===== config.mk =====
export PLATFORM = sky130hd
export DESIGN_NAME = svce_engine
export DESIGN_NICKNAME = d
export VERILOG_FILES = /design/src/shared/svce_pkg.sv /design/src/rtl/svce_ecnt.sv /design/src/rtl/svce_engine.sv
export SDC_FILE = /design/constraint.sdc
export NUM_CORES = 1
export LEC_CHECK = 0
export ABC_AREA = 1
export BUFFER_PORTS_ARGS = -buffer_cell sky130_fd_sc_hd__clkbuf_2
export CAP_MARGIN = 30
export CORE_MARGIN = 4
export CORE_UTILIZATION = 41
export CTS_CLUSTER_SIZE = 40
export DETAILED_ROUTE_END_ITERATION = 10
export HOLD_SLACK_MARGIN = 0.08
export MAX_ROUTING_LAYER = met4
export PLACE_DENSITY_LB_ADDON = 0.1
export SLEW_MARGIN = 20
export SYNTH_ARGS = -nofsm -noshare
export SYNTH_HDL_FRONTEND = slang
export SYNTH_SLANG_ARGS = --single-unit

===== constraint.sdc =====
create_clock -name clock -period 2.5 [get_ports clock]
set_clock_uncertainty 0.05 [all_clocks]
set_input_delay 0.125 -clock clock [delete_from_list [all_inputs] [get_ports clock]]
set_output_delay 0.125 -clock clock [all_outputs]
set_load 0.02 [all_outputs]

===== src/shared/svce_pkg.sv =====
package svce_pkg;

    // command dword field positions
    localparam int FLD_RETRY_BIT       = 31;
    localparam int FLD_FMA_BIT         = 30;
    localparam int FLD_PROT_FIELD_LO   = 26;
    localparam int FLD_PROT_ACTION_BIT = 29;
    localparam int FLD_PROT_CHECK_LO   = 26;
    localparam int FLD_COUNT_LO        = 0;

    // status types and codes
    localparam logic [2:0] SCT_GENERIC   = 3'h0;
    localparam logic [2:0] SCT_CMD_SPEC  = 3'h1;
    localparam logic [2:0] SCT_MEDIA     = 3'h2;
    localparam logic [7:0] SC_SUCCESS    = 8'h00;
    localparam logic [7:0] SC_INV_FIELD  = 8'h02;
    localparam logic [7:0] SC_INV_PROT   = 8'h81;

    // reset values and retry budgets
    localparam logic [63:0] DATA_UNITS_RST = 64'h0000_0000_0000_0000;
    localparam logic [3:0]  RETRY_LIMITED  = 4'h1;
    localparam logic [3:0]  RETRY_FULL     = 4'h8;

    typedef struct packed {
        logic [15:0] cid;
        logic [31:0] dw10;
        logic [31:0] dw11;
        logic [31:0] dw12;
        logic [31:0] dw14;
        logic [31:0] dw15;
    } svce_cmd_t;

    typedef struct packed {
        logic [15:0] cid;
        logic [2:0]  sct;
        logic [7:0]  sc;
    } svce_cpl_entry_t;

    // block read request toward the media
    typedef struct packed {
        logic [63:0] lba;
        logic        limited_retry;
        logic        from_media;
        logic [2:0]  protection_check_select;
        logic [31:0] ref_tag;
        logic [15:0] app_tag;
        logic [15:0] app_tag_mask;
    } svce_rd_t;

    // media answer for one block
    typedef struct packed {
        logic       read_err;
        logic       guard_err;
        logic       app_err;
        logic       ref_err;
        logic [7:0] sc;
    } svce_rsp_t;

endpackage : svce_pkg


===== src/rtl/svce_ecnt.sv =====
`timescale 1ns/1ps
// accumulator for data units read
module svce_ecnt #(
    parameter int W = 64
) (
    // clock and reset
    input  wire logic         clock,
    input  wire logic         nrst,
    // block counted
    input  wire logic         inc,
    // total
    output logic [W-1:0]      total_q
);
    always_ff @(posedge clock or negedge nrst) begin
        if (!nrst) begin
            total_q <= W'(svce_pkg::DATA_UNITS_RST);
        end else if (inc) begin
            total_q <= total_q + W'(1);
        end
    end
endmodule : svce_ecnt


===== src/rtl/svce_engine.sv =====
`timescale 1ns/1ps
module svce_engine #(
    parameter int CNT_W = 64
) (
    // clock and reset
    input  wire logic                  clock,
    input  wire logic                  nrst,
    // namespace format
    input  wire logic                  ns_pi_enabled,
    input  wire logic                  ns_ref_tag_valid,
    // command in
    input  wire logic                  cmd_valid,
    input  svce_pkg::svce_cmd_t        cmd,
    output logic                       cmd_ready_q,
    // cache flush
    output logic                       flush_req_q,
    output logic [63:0]                flush_lba_q,
    output logic [15:0]                flush_count_q,
    input  wire logic                  flush_done,
    // media read
    output logic                       rd_valid_q,
    output svce_pkg::svce_rd_t         rd_q,
    input  wire logic                  rd_ready,
    input  wire logic                  rsp_valid,
    input  svce_pkg::svce_rsp_t        rsp,
    output logic [3:0]                 retry_budget_q,
    // completion out
    output logic                       cpl_entry_valid_q,
    output svce_pkg::svce_cpl_entry_t  cpl_entry_q,
    input  wire logic                  cpl_entry_ready,
    // health counter
    output logic [CNT_W-1:0]           data_units_read_q
);
    typedef enum logic [2:0] {S_IDLE, S_FLUSH, S_ISSUE, S_WAIT, S_DONE} svce_state_t;

    svce_state_t  state_q;
    logic [63:0]  lba_q;
    logic [16:0]  left_q;
    logic         limited_retry_q;
    logic         fma_q;
    logic [2:0]   chk_q;
    logic [31:0]  ref_q;
    logic [15:0]  tag_q;
    logic [15:0]  mask_q;
    logic         blk_done;

    // dword 13 is never read; data only leaves as status
    wire logic [3:0]  protection_info_field =
                          cmd.dw12[svce_pkg::FLD_PROT_FIELD_LO +: 4];
    wire logic        protection_insert_strip_action =
                          cmd.dw12[svce_pkg::FLD_PROT_ACTION_BIT];
    wire logic [15:0] block_count_minus_one =
                          cmd.dw12[svce_pkg::FLD_COUNT_LO +: 16];
    wire logic        bad_pi  = (protection_info_field[2:0] != 3'h0 && !ns_pi_enabled) ||
                                (ns_pi_enabled && protection_info_field[0] &&
                                 !ns_ref_tag_valid);
    wire logic        take    = cmd_valid && cmd_ready_q;
    wire logic        any_err = rsp.read_err || rsp.guard_err || rsp.app_err || rsp.ref_err;

    assign blk_done = (state_q == S_WAIT) && rsp_valid;

    always_ff @(posedge clock or negedge nrst) begin
        if (!nrst) begin
            state_q     <= S_IDLE;
            cmd_ready_q <= 1'b1;
            cpl_entry_valid_q <= 1'b0;
            cpl_entry_q       <= '0;
            flush_req_q <= 1'b0;
            rd_valid_q  <= 1'b0;
            left_q      <= '0;
        end else begin
            case (state_q)
                S_IDLE: begin
                    if (take) begin
                        cmd_ready_q <= 1'b0;
                        cpl_entry_q.cid <= cmd.cid;
                        if (protection_insert_strip_action) begin
                            cpl_entry_q.sct <= svce_pkg::SCT_GENERIC;
                            cpl_entry_q.sc  <= svce_pkg::SC_INV_FIELD;
                            state_q         <= S_DONE;
                        end else if (bad_pi) begin
                            cpl_entry_q.sct <= svce_pkg::SCT_CMD_SPEC;
                            cpl_entry_q.sc  <= svce_pkg::SC_INV_PROT;
                            state_q         <= S_DONE;
                        end else begin
                            cpl_entry_q.sct <= svce_pkg::SCT_GENERIC;
                            cpl_entry_q.sc  <= svce_pkg::SC_SUCCESS;
                            left_q    <= {1'b0, block_count_minus_one} + 17'd1;
                            // flush first so the media copy is what gets checked
                            flush_req_q <= cmd.dw12[svce_pkg::FLD_FMA_BIT];
                            state_q     <= cmd.dw12[svce_pkg::FLD_FMA_BIT] ? S_FLUSH : S_ISSUE;
                        end
                    end
                end
                S_FLUSH: begin
                    if (flush_done) begin
                        flush_req_q <= 1'b0;
                        state_q     <= S_ISSUE;
                    end
                end
                S_ISSUE: begin
                    rd_valid_q <= 1'b1;
                    if (rd_valid_q && rd_ready) begin
                        rd_valid_q <= 1'b0;
                        state_q    <= S_WAIT;
                    end
                end
                S_WAIT: begin
                    if (rsp_valid) begin
                        left_q <= left_q - 17'd1;
                        if (any_err) begin
                            // media status passes through as a read would give it
                            cpl_entry_q.sct <= svce_pkg::SCT_MEDIA;
                            cpl_entry_q.sc  <= rsp.sc;
                            state_q   <= S_DONE;
                        end else begin
                            state_q <= (left_q == 17'd1) ? S_DONE : S_ISSUE;
                        end
                    end
                end
                S_DONE: begin
                    cpl_entry_valid_q <= 1'b1;
                    if (cpl_entry_valid_q && cpl_entry_ready) begin
                        cpl_entry_valid_q <= 1'b0;
                        cmd_ready_q <= 1'b1;
                        state_q     <= S_IDLE;
                    end
                end
                default: state_q <= S_IDLE;
            endcase
        end
    end

    // per-command options
    always_ff @(posedge clock or negedge nrst) begin
        if (!nrst) begin
            limited_retry_q <= 1'b0;
            fma_q  <= 1'b0;
            chk_q  <= '0;
            ref_q  <= '0;
            tag_q  <= '0;
            mask_q <= '0;
        end else if (take) begin
            limited_retry_q <= cmd.dw12[svce_pkg::FLD_RETRY_BIT];
            fma_q  <= cmd.dw12[svce_pkg::FLD_FMA_BIT];
            // tags only matter with protection formatting
            chk_q  <= ns_pi_enabled ? cmd.dw12[svce_pkg::FLD_PROT_CHECK_LO +: 3] : 3'h0;
            ref_q  <= ns_pi_enabled ? cmd.dw14 : 32'h0000_0000;
            tag_q  <= ns_pi_enabled ? cmd.dw15[15:0] : 16'h0000;
            mask_q <= ns_pi_enabled ? cmd.dw15[31:16] : 16'h0000;
        end
    end

    // address walk and flush range
    always_ff @(posedge clock or negedge nrst) begin
        if (!nrst) begin
            lba_q         <= '0;
            flush_lba_q   <= '0;
            flush_count_q <= '0;
        end else if (take) begin
            lba_q         <= {cmd.dw11, cmd.dw10};
            flush_lba_q   <= {cmd.dw11, cmd.dw10};
            flush_count_q <= cmd.dw12[15:0];
        end else if (blk_done) begin
            lba_q <= lba_q + 64'd1;
        end
    end

    // read request; data stays inside the engine
    always_ff @(posedge clock or negedge nrst) begin
        if (!nrst) begin
            rd_q           <= '0;
            retry_budget_q <= svce_pkg::RETRY_FULL;
        end else begin
            rd_q.lba                     <= lba_q;
            rd_q.limited_retry           <= limited_retry_q;
            rd_q.from_media              <= fma_q;
            rd_q.protection_check_select <= chk_q;
            // reference tag advances one per block
            rd_q.ref_tag                 <= ref_q + 32'(lba_q - flush_lba_q);
            rd_q.app_tag                 <= tag_q;
            rd_q.app_tag_mask            <= mask_q;
            retry_budget_q <= limited_retry_q ? svce_pkg::RETRY_LIMITED
                                              : svce_pkg::RETRY_FULL;
        end
    end

    // every checked block counts, failed ones included
    svce_ecnt #(
        .W(CNT_W)
    ) u_cnt (
        .clock   (clock),
        .nrst    (nrst),
        .inc     (blk_done),
        .total_q (data_units_read_q)
    );
endmodule : svce_engine


# Word level (Yosys, flattened, before mapping)
# Cells that the tools add are included.
[op_classes] mux=39 reduce_logical=25 n_eq_ne=13 n_addsub=6
[ops] cell="adder 64 x 1 -> 64 bit, second input constant" n=2
[ops] cell="two-way mux 64 bit" n=2
[ops] cell="two-way mux 17 bit" n=4
[ops] cell="case mux 17 bit (2 select lines)" n=1
[ops] cell="two-way mux 11 bit" n=3
[ops] cell="adder 32 bit" n=1
[ops] cell="two-way mux 16 bit" n=2
[ops] cell="two-way mux 32 bit" n=1
[ops] cell="subtractor 32 bit" n=1
[ops] cell="two-way mux 3 bit" n=10
[ops] cell="case mux 11 bit (2 select lines)" n=1
[ops] cell="two-way mux 9 bit" n=2
[ops] cell="adder 16 x 1 -> 17 bit, second input constant" n=1
[ops] cell="equality test 17 x 1 -> 1 bit, second input constant" n=1
[ops] cell="subtractor 17 x 1 -> 17 bit, second input constant" n=1
[ops] cell="inequality test 2 bit, second input constant" n=8
[ops] cell="case mux 3 bit (5 select lines)" n=1
[ops] cell="AND reduction 5 bit" n=3
[ops] cell="two-way mux 1 bit" n=8
[ops] cell="nonzero test 2 bit" n=4
[ops] cell="logical AND 1 bit" n=7
[ops] cell="equality test 3 x 2 -> 1 bit, second input constant" n=2
[ops] cell="logical OR 1 bit" n=4
[ops] cell="two-way mux 4 bit" n=1
[ops] cell="other kinds (10)" n=12
[totals] regBits=465

# Depth between registers and ports, before layout
# Gate-level depths: netlist of the first run.
[logic_depth] depth_word=7 ltp_mapped=15

# By module
# From an unflattened synthesis of the first run, not the netlist that was laid out.
[hier_totals] cells_unflattened=2936 area_unflattened_um2=23486.3
[modules_own_cells] mod="svce_engine" instances=1 seq_area_each_um2=9937.0 cells_per_inst=2436 area_per_inst_um2=19716.4
[modules_own_cells] mod="svce_ecnt" instances=1 seq_area_each_um2=1601.5 cells_per_inst=500 area_per_inst_um2=3769.9

# Worst setup path after synthesis of the first run
# Ideal clock, no wire load.
[synth_path] kind="register to register" startpoint="register flush_lba_q[1]" endpoint="register rd_q[52] (netlist bit)" slack_ns=0.092 synth_period_minus_slack_ns=2.408 t_required_ns=2.333 stages_incl_launch_ff=14 setup_ns=0.117 arrival_time_ns=2.242 cell_sequence="dfrtp_1 > fa_1 > inv_1 > fa_1 > nand3_1 > nand2_1 > nand3_1 > nand2_1 > nand2_1 > nand2_1 > nand3_1 > nand2_1 > nand2_1 > nand2_1"
[synth_between] elab_chain_len=2
[synth_rtl] item="from (decl)" line_no="svce_engine.sv:17" text="output logic [63:0] flush_lba_q,"
[synth_rtl] item="from (signal assigned)" line_no="svce_engine.sv:162" text="flush_lba_q <= {cmd.dw11, cmd.dw10};"
[synth_rtl] item="subtractor 32 bit" line_no="svce_engine.sv:180" text="rd_q.ref_tag <= ref_q + 32'(lba_q - flush_lba_q);"
[synth_rtl] item="adder 32 bit" line_no="svce_engine.sv:180"
[synth_rtl] item="to (decl)" line_no="svce_engine.sv:22" text="output svce_pkg::svce_rd_t rd_q,"
# Every way passes these cells.
# A chain may end at the register's enable or synchronous reset.

# Worst setup path in the final report of the first run
[layout_path] startpoint="register flush_lba_q[15]" endpoint="register rd_q[58] (netlist bit)"
# Same word-level chain as after synthesis.

==> run summary, run 1 <==
Max Root-Sink Buffers: 3
fraction of layout cells with a size suffix above 1: 23.42%
Layout Nets: 4147
Netlist cell types: 45
post-synth top area cell: dfrtp_1
multi-input logic area: 11130 µm²
total wire length: 94.14 mm
initial antenna violation count: 5
vias in the first global route: 24137
CTS buffer count: 51
clock network power share: 45.9%
Pre-Repair DR Iteration Count: 6
fill cell count: 5359
Switching Power: 4169 µW
design internal power: 12680 µW
commonest non-fill, non-tap cells in the layout: nand2_1 (952), clkbuf_2 (494), dfrtp_1 (457), nor2_1 (348), inv_1 (327)
number of enable flip-flop cells after synthesis: 0
I/O pins: 509
top_reg_cell synth: dfrtp_1
Worst Tran Pin Value: 823.7 ps
GRT Total Usage: 30.88%
worst skew pair latency: 620 ps
crit end category: flip-flop
min-delay worst type: in2async
most common cell after layout, fill and taps aside: nand2_1
pwr dens: 517.6 nW/µm²
ANT nets after route: 0
post-layout util: 57.42%
clock sink count: 461
DIE WIDTH: 248.1 µm
placed instance count: 4386
Final setup viols: 0
VDD IR max: 0.5079 mV
Fmax achieved: 411.1 MHz
fin crit period: 2432 ps
Sw Share: 24.74%
Post-Synth XOR/XNOR Area: 2.668%
Seq/Total Area, Yosys: 48.81%
Area growth syn-to-layout: 37.76%
Leak: 0.01661 µW
critical path class: reg2reg
Die Ht: 248.1 µm
Starting Density: 41.68%
flop2flop setup slack: 70 ps
area share of the largest cell type after synthesis: 48.59%
outcome: finished, final reports clean
largest net degree at the start of global routing: 103
Synth Area in Adders: 4.584%
Slew HR: 45.09%
mean area per synthesized cell: 7.763 µm²
Synth Area in Compound Gates: 7.834%
async set or reset register ratio after synthesis: 100.0%
initial DRC count: 1649
via/cell ratio: 5.087
crit path capture: rd_q[58]
hold slack: 100.1 ps
Syn Std Cell Area: 23640 µm²
Hold Vio Cnt, Final: 0
Sequential Power Share: 45.5%
reg2reg path depth: 13
reg-to-reg endpoint: rd_q[58]
fin. max-slew vios: 0
Critical Path Source Type: flip-flop
power share of the combinational group: 8.5%
crit-path max FO: 4
row cnt: 87
worst path required time: 2940 ps
YS warnings: 0
sequential standard cell area: 11540 µm²
Max-cap violations: 0
vias post-DR: 23807
CTS H-Tree Depth: 2
Non-Filler Instances: 4680
reg2reg start: flush_lba_q[15]
largest family of logic cells by synthesized area: simple AND/OR/NAND/NOR gates
mux contribution to synthesized area: 0%
DP HPWL: 73.02 mm
IO buf count: 495
DRC Markers: 0
routability cong.: 0.9865
Die Footprint: 61560 µm²
register bit count reported by yosys: 461
first-pass GRT wire length: 141.2 mm
CP arrival: 2880 ps
CTS tree: yes
Crit. Startpoint: flush_lba_q[15]
post-synthesis cell count: 3045
grt ovf: 0
unrepaired setup endpoints after global routing: true
Final period util: 97.29%
Synth Area in Simple Gates: 29.18%
core area: 56710 µm²
top cells by area, synth: dfrtp_1 (49%), nand2_1 (16%), nor2_1 (5.8%)
clk slew on worst S/H paths: 60 ps
clock root buffer master: clkbuf_16
per-cell routed wire length: 20.11 µm
==> power groups by stage <==
stage,logic (µW),clock network (µW),registers (µW)
2_1_floorplan,357,0,7900
3_3_place_gp,1120,0,7810
3_5_place_dp,1130,0,7810
4_1_cts,1390,7910,7670
5_1_grt,1580,8200,7680
6_report,1440,7740,7670
==> cell usage after synthesis, drive strengths merged (2+ instances only) <==
master,number
o22ai,3
o21bai,7
nor2,379
a21o,4
a21boi,2
xnor2,16
nor4,2
nand2,984
inv,345
a21oi,94
nand3b,5
o211ai,22
ha,37
o21ai,176
o31ai,5
nor3,74
dfstp,2
xor2,56
buf,31
o221ai,3
dfrtp,459
a22o,5
clkbuf,49
nand3,191
fa,31
a22oi,2
a31oi,11
nand4,43
==> what timing repair did <==
item,CTS,global route
buffers inserted,0,7
setup endpoints to repair,15,39
gates resized for setup,32,142
pin swaps,4,34
gates cloned,0,1
hold buffers,191,0
hold endpoints to repair,684,0
==> cell families (layout without fill, tap and decap cells) <==
group / count (synthesis) / after routing
XOR/XNOR: 72 / 72
flip-flops: 461 / 461
other: 1 / 8
AND/OR/NAND/NOR: 1682 / 1682
AO/OA/AOI/OAI: 336 / 337
buffers and inverters: 425 / 1296
adder cells (fa/ha/maj): 68 / 68
==> area by class of cell <==
type | count | area share (%)
multi-input combinational | 2162 | 34.17
antenna | 5 | 0.03842
sequential | 461 | 35.44
tap | 756 | 2.905
inverter | 345 | 3.992
clock buffer | 72 | 4.438
timing repair buffer | 861 | 18.21
clock inverter | 18 | 0.8031
==> sequential cells by signal (all words and copies together) (netlist names), 16 cells and up <==
signal,cells
mask_q,16
u_cnt.total_q,64
flush_count_q,16
ref_q,32
tag_q,16
cpl_entry_q,26
left_q,17
flush_lba_q,64
rd_q,132
lba_q,64
==> worst min-delay path by stage <==
stage | cells past startpoint | to | startpoint
after floorplan | 0 | chk_q[0] | nrst
after global placement | 1 | rd_q[48] | nrst
after detailed placement | 1 | rd_q[48] | nrst
after CTS | 2 | lba_q[24] | nrst
after global routing | 2 | rd_q[61] | nrst
final | 2 | rd_q[48] | nrst
==> routing by layer <==
layer / up-vias / track usage [%] / share of wire, %
met5: - / - / 0
met4: 0 / 10.79 / 3.9
met3: 183 / 6.222 / 7.2
met2: 841 / 50.05 / 48
met1: 11448 / 38.88 / 41
li1: 11335 / - / -
==> through the flow <==
step	total power (µW)	setup slack, ps	setup TNS (ps)	cell area, µm²
floorplan	8253	91.76	0	23650
global placement	8927	-103.2	-527.6	28210
detailed placement	8938	-90.51	-578.5	28210
CTS	16960	0.6088	0	31960
global route	17460	-73.22	-263.3	32560
finish	16850	67.77	0	32560
==> worst max-delay path, cell delays in order (launching register included) <==
cell	delay, ps
dfrtp_1	400
fa_1	570
inv_2	50
ha_4	230
buf_6	110
nand4_1	200
buf_4	190
inv_4	40
a21oi_4	120
nor2_1	60
nor2_1	130
nand2_1	70
nand2_1	60
nand2_1	50
Power figures use the tool's default switching activity.
==> inputs of run 2 (changes only) <==
==> constraint.sdc (replaced) <==
create_clock -name clock -period 2.6 [get_ports clock]
set_clock_uncertainty 0.05 [all_clocks]
set_input_delay 0.13 -clock clock [delete_from_list [all_inputs] [get_ports clock]]
set_output_delay 0.13 -clock clock [all_outputs]
set_load 0.02 [all_outputs]
==> run 2 against run 1 <==
Effect of this change:
- fmax down 5.4%
- combinational power down 8%
- worst setup slack worse by 38 ps
- global-route usage down 0.40 points
- sequential share of layout area up 0.76 points
- wire length down 1.9%
- largest power group unchanged
- highest routed layer unchanged
==> run summary, run 2 (synthesis results as in run 1) <==
outcome: finished, final reports clean (unchanged)
Max-cap violations: 0 (unchanged)
CP delay by family, top: simple AND/OR/NAND/NOR gates (was adder cells)
core area: 56710 µm² (unchanged)
Starting Density: 41.68% (unchanged)
CP arrival: 3070 ps (was 2880 ps)
Die Footprint: 61560 µm² (unchanged)
Hold Vio Cnt, Final: 0 (unchanged)
unrepaired setup endpoints after global routing: true (unchanged)
Top reg by flops: rd_q (unchanged)
clk slew on worst S/H paths: 60 ps (about the same)
min-delay worst type: in2async (unchanged)
crit-path max FO: 3 (was 4)
fin. max-slew vios: 0 (unchanged)
Leak: 0.01633 µW (was 0.01661 µW)
DIE WIDTH: 248.1 µm (unchanged)
GRT Total Usage: 30.47% (was 30.88%)
Pre-Repair DR Iteration Count: 5 (was 6)
Final period util: 98.87% (was 97.29%)
first-pass GRT wire length: 139.7 mm (was 141.2 mm)
crit end category: flip-flop (unchanged)
initial DRC count: 1668 (was 1649)
Max stage delay on crit path: 550 ps (was 570 ps)
number of flip-flops under the largest register name: 132 (unchanged)
total wire length: 92.34 mm (was 94.14 mm)
CP Cell Sequence: fa_1 -> inv_1 -> ha_4 -> buf_4 -> nand4_1 -> nor3_2 -> nand4_1 -> nand3_2 -> xor2_1 (was fa_1 -> inv_2 -> ha_4 -> buf_6 -> nand4_1 -> buf_4 -> inv_4 -> a21oi_4 -> nor2_1 -> nor2_1 -> nand2_1 -> nand2_1 -> nand2_1)
Layout Nets: 4102 (was 4147)
DP HPWL: 72.53 mm (was 73.02 mm)
CTS tree: yes (unchanged)
worst skew pair latency: 630 ps (was 620 ps)
Buf/Inv on CP: 2 (was 4)
commonest non-fill, non-tap cells in the layout: nand2_1 (964), clkbuf_2 (494), dfrtp_1 (458), nor2_1 (354), inv_1 (337) (was nand2_1 (952), clkbuf_2 (494), dfrtp_1 (457), nor2_1 (348), inv_1 (327))
DRC Markers: 0 (unchanged)
routability cong.: 0.9975 (was 0.9865)
Critical Path Source Type: flip-flop (unchanged)
fin crit period: 2571 ps (was 2432 ps)
final instance area: 31870 µm² (was 32560 µm²)
Die Ht: 248.1 µm (unchanged)
ANT nets after route: 0 (unchanged)
Max Root-Sink Buffers: 3 (unchanged)
CP most frequent cell: nand4_1 (was nand2_1)
clock sink count: 461 (unchanged)
grt ovf: 0 (unchanged)
hold slack: 29.82 ps (was 100.1 ps)
most common cell after layout, fill and taps aside: nand2_1 (unchanged)
pwr dens: 508.7 nW/µm² (was 517.6 nW/µm²)
Final setup viols: 0 (unchanged)
VDD IR max: 0.4542 mV (was 0.5079 mV)
Slew HR: 40.02% (was 45.09%)
worst path required time: 3100 ps (was 2940 ps)
clock root buffer master: clkbuf_16 (unchanged)
Fmax achieved: 389.0 MHz (was 411.1 MHz)
Post-DP Area: 27830 µm² (was 28210 µm²)
Crit-path slowest cell: fa_1 (unchanged)
row cnt: 87 (unchanged)
IO buf count: 495 (unchanged)
Area growth syn-to-layout: 34.85% (was 37.76%)
initial antenna violation count: 4 (was 5)
Worst Tran Pin Value: 899.7 ps (was 823.7 ps)
largest net degree at the start of global routing: 106 (was 103)
vias in the first global route: 23521 (was 24137)
fraction of layout cells with a size suffix above 1: 21.05% (was 23.42%)
CTS H-Tree Depth: 2 (unchanged)
via/cell ratio: 5.085 (was 5.087)
I/O pins: 509 (unchanged)
vias post-DR: 23577 (was 23807)
CTS buffer count: 51 (unchanged)
critical path class: reg2reg (unchanged)
per-cell routed wire length: 19.91 µm (was 20.11 µm)
-- run 2: layer usage --
layer / global-route usage (%) / part of all wire, % / vias to the layer above
li1: - / - / 11244
met2: 50.02 / 48 / 828
met5: - / 0 / -
met3: 4.801 / 6.8 / 144
met4: 9.272 / 3.4 / 0
met1: 39.28 / 42 / 11361
-- run 2: timing repair --
action                                 4_1_cts  5_1_grt
gates resized for setup                      3       84
hold buffers                               192        0
endpoints found under the hold margin      679        0
buffers inserted                             0        7
setup endpoints to repair                    5       20
pin swaps                                    0       10
-- run 2: final timing paths --
check                           startpoint  slack (ps)  cells after the start           endpoint
hold / removal                        nrst          30                      2           rd_q[44]
min in group clock                cmd[175]         190                      4    cpl_entry_q[26]
setup / recovery           flush_lba_q[14]          30                      9           rd_q[50]
setup reg to reg           flush_lba_q[14]          30                      9           rd_q[50]
hold reg to reg                   chk_q[2]         320                      0           rd_q[66]
max in group asynchronous             nrst        1500                      3  u_cnt.total_q[23]
-- run 2: worst reg2reg max path, stage by stage, from the launching register on --
cell	delay, ps
dfrtp_1	420
fa_1	550
inv_1	80
ha_4	290
buf_4	120
nand4_1	230
nor3_2	340
nand4_1	160
nand3_2	120
xor2_1	150
-- run 2: power breakdown --
group | switching, µW | internal [µW] | leakage [µW]
combinational | 761 | 560 | 0.00947
sequential | 84.5 | 7290 | 0.00601
clock | 3140 | 4370 | 0.000850
total | 3990 | 12200 | 0.0163
-- run 2: final cells by class --
class                           instances  area [µm²]
Fill cell                            5354       24840
Sequential cell                       461       11540
Multi-Input combinational cell       2161       10790
Timing Repair Buffer                  817        5535
Clock buffer                           78        1528
Inverter                              345        1297
Tap cell                              756       945.9
Clock inverter                         15       226.5
Antenna cell                            4       10.01
-- run 2: per-stage QoR --
| stage | setup TNS [ps] | instances | setup WS, ps | utilization [%] | total power [µW] |
|---|---|---|---|---|---|
| floorplan | 0 | 3047 | 191.8 | - | 7936 |
| global placement | 0 | 4341 | 0.8205 | 49.07 | 8556 |
| detailed placement | -25.48 | 4341 | -19.95 | 49.07 | 8565 |
| CTS | 0 | 4626 | 0.1206 | 55.56 | 16350 |
| global route | -144.8 | 4637 | -41.84 | 56.20 | 16800 |
| finish | 0 | 4637 | 29.47 | 56.20 | 16210 |
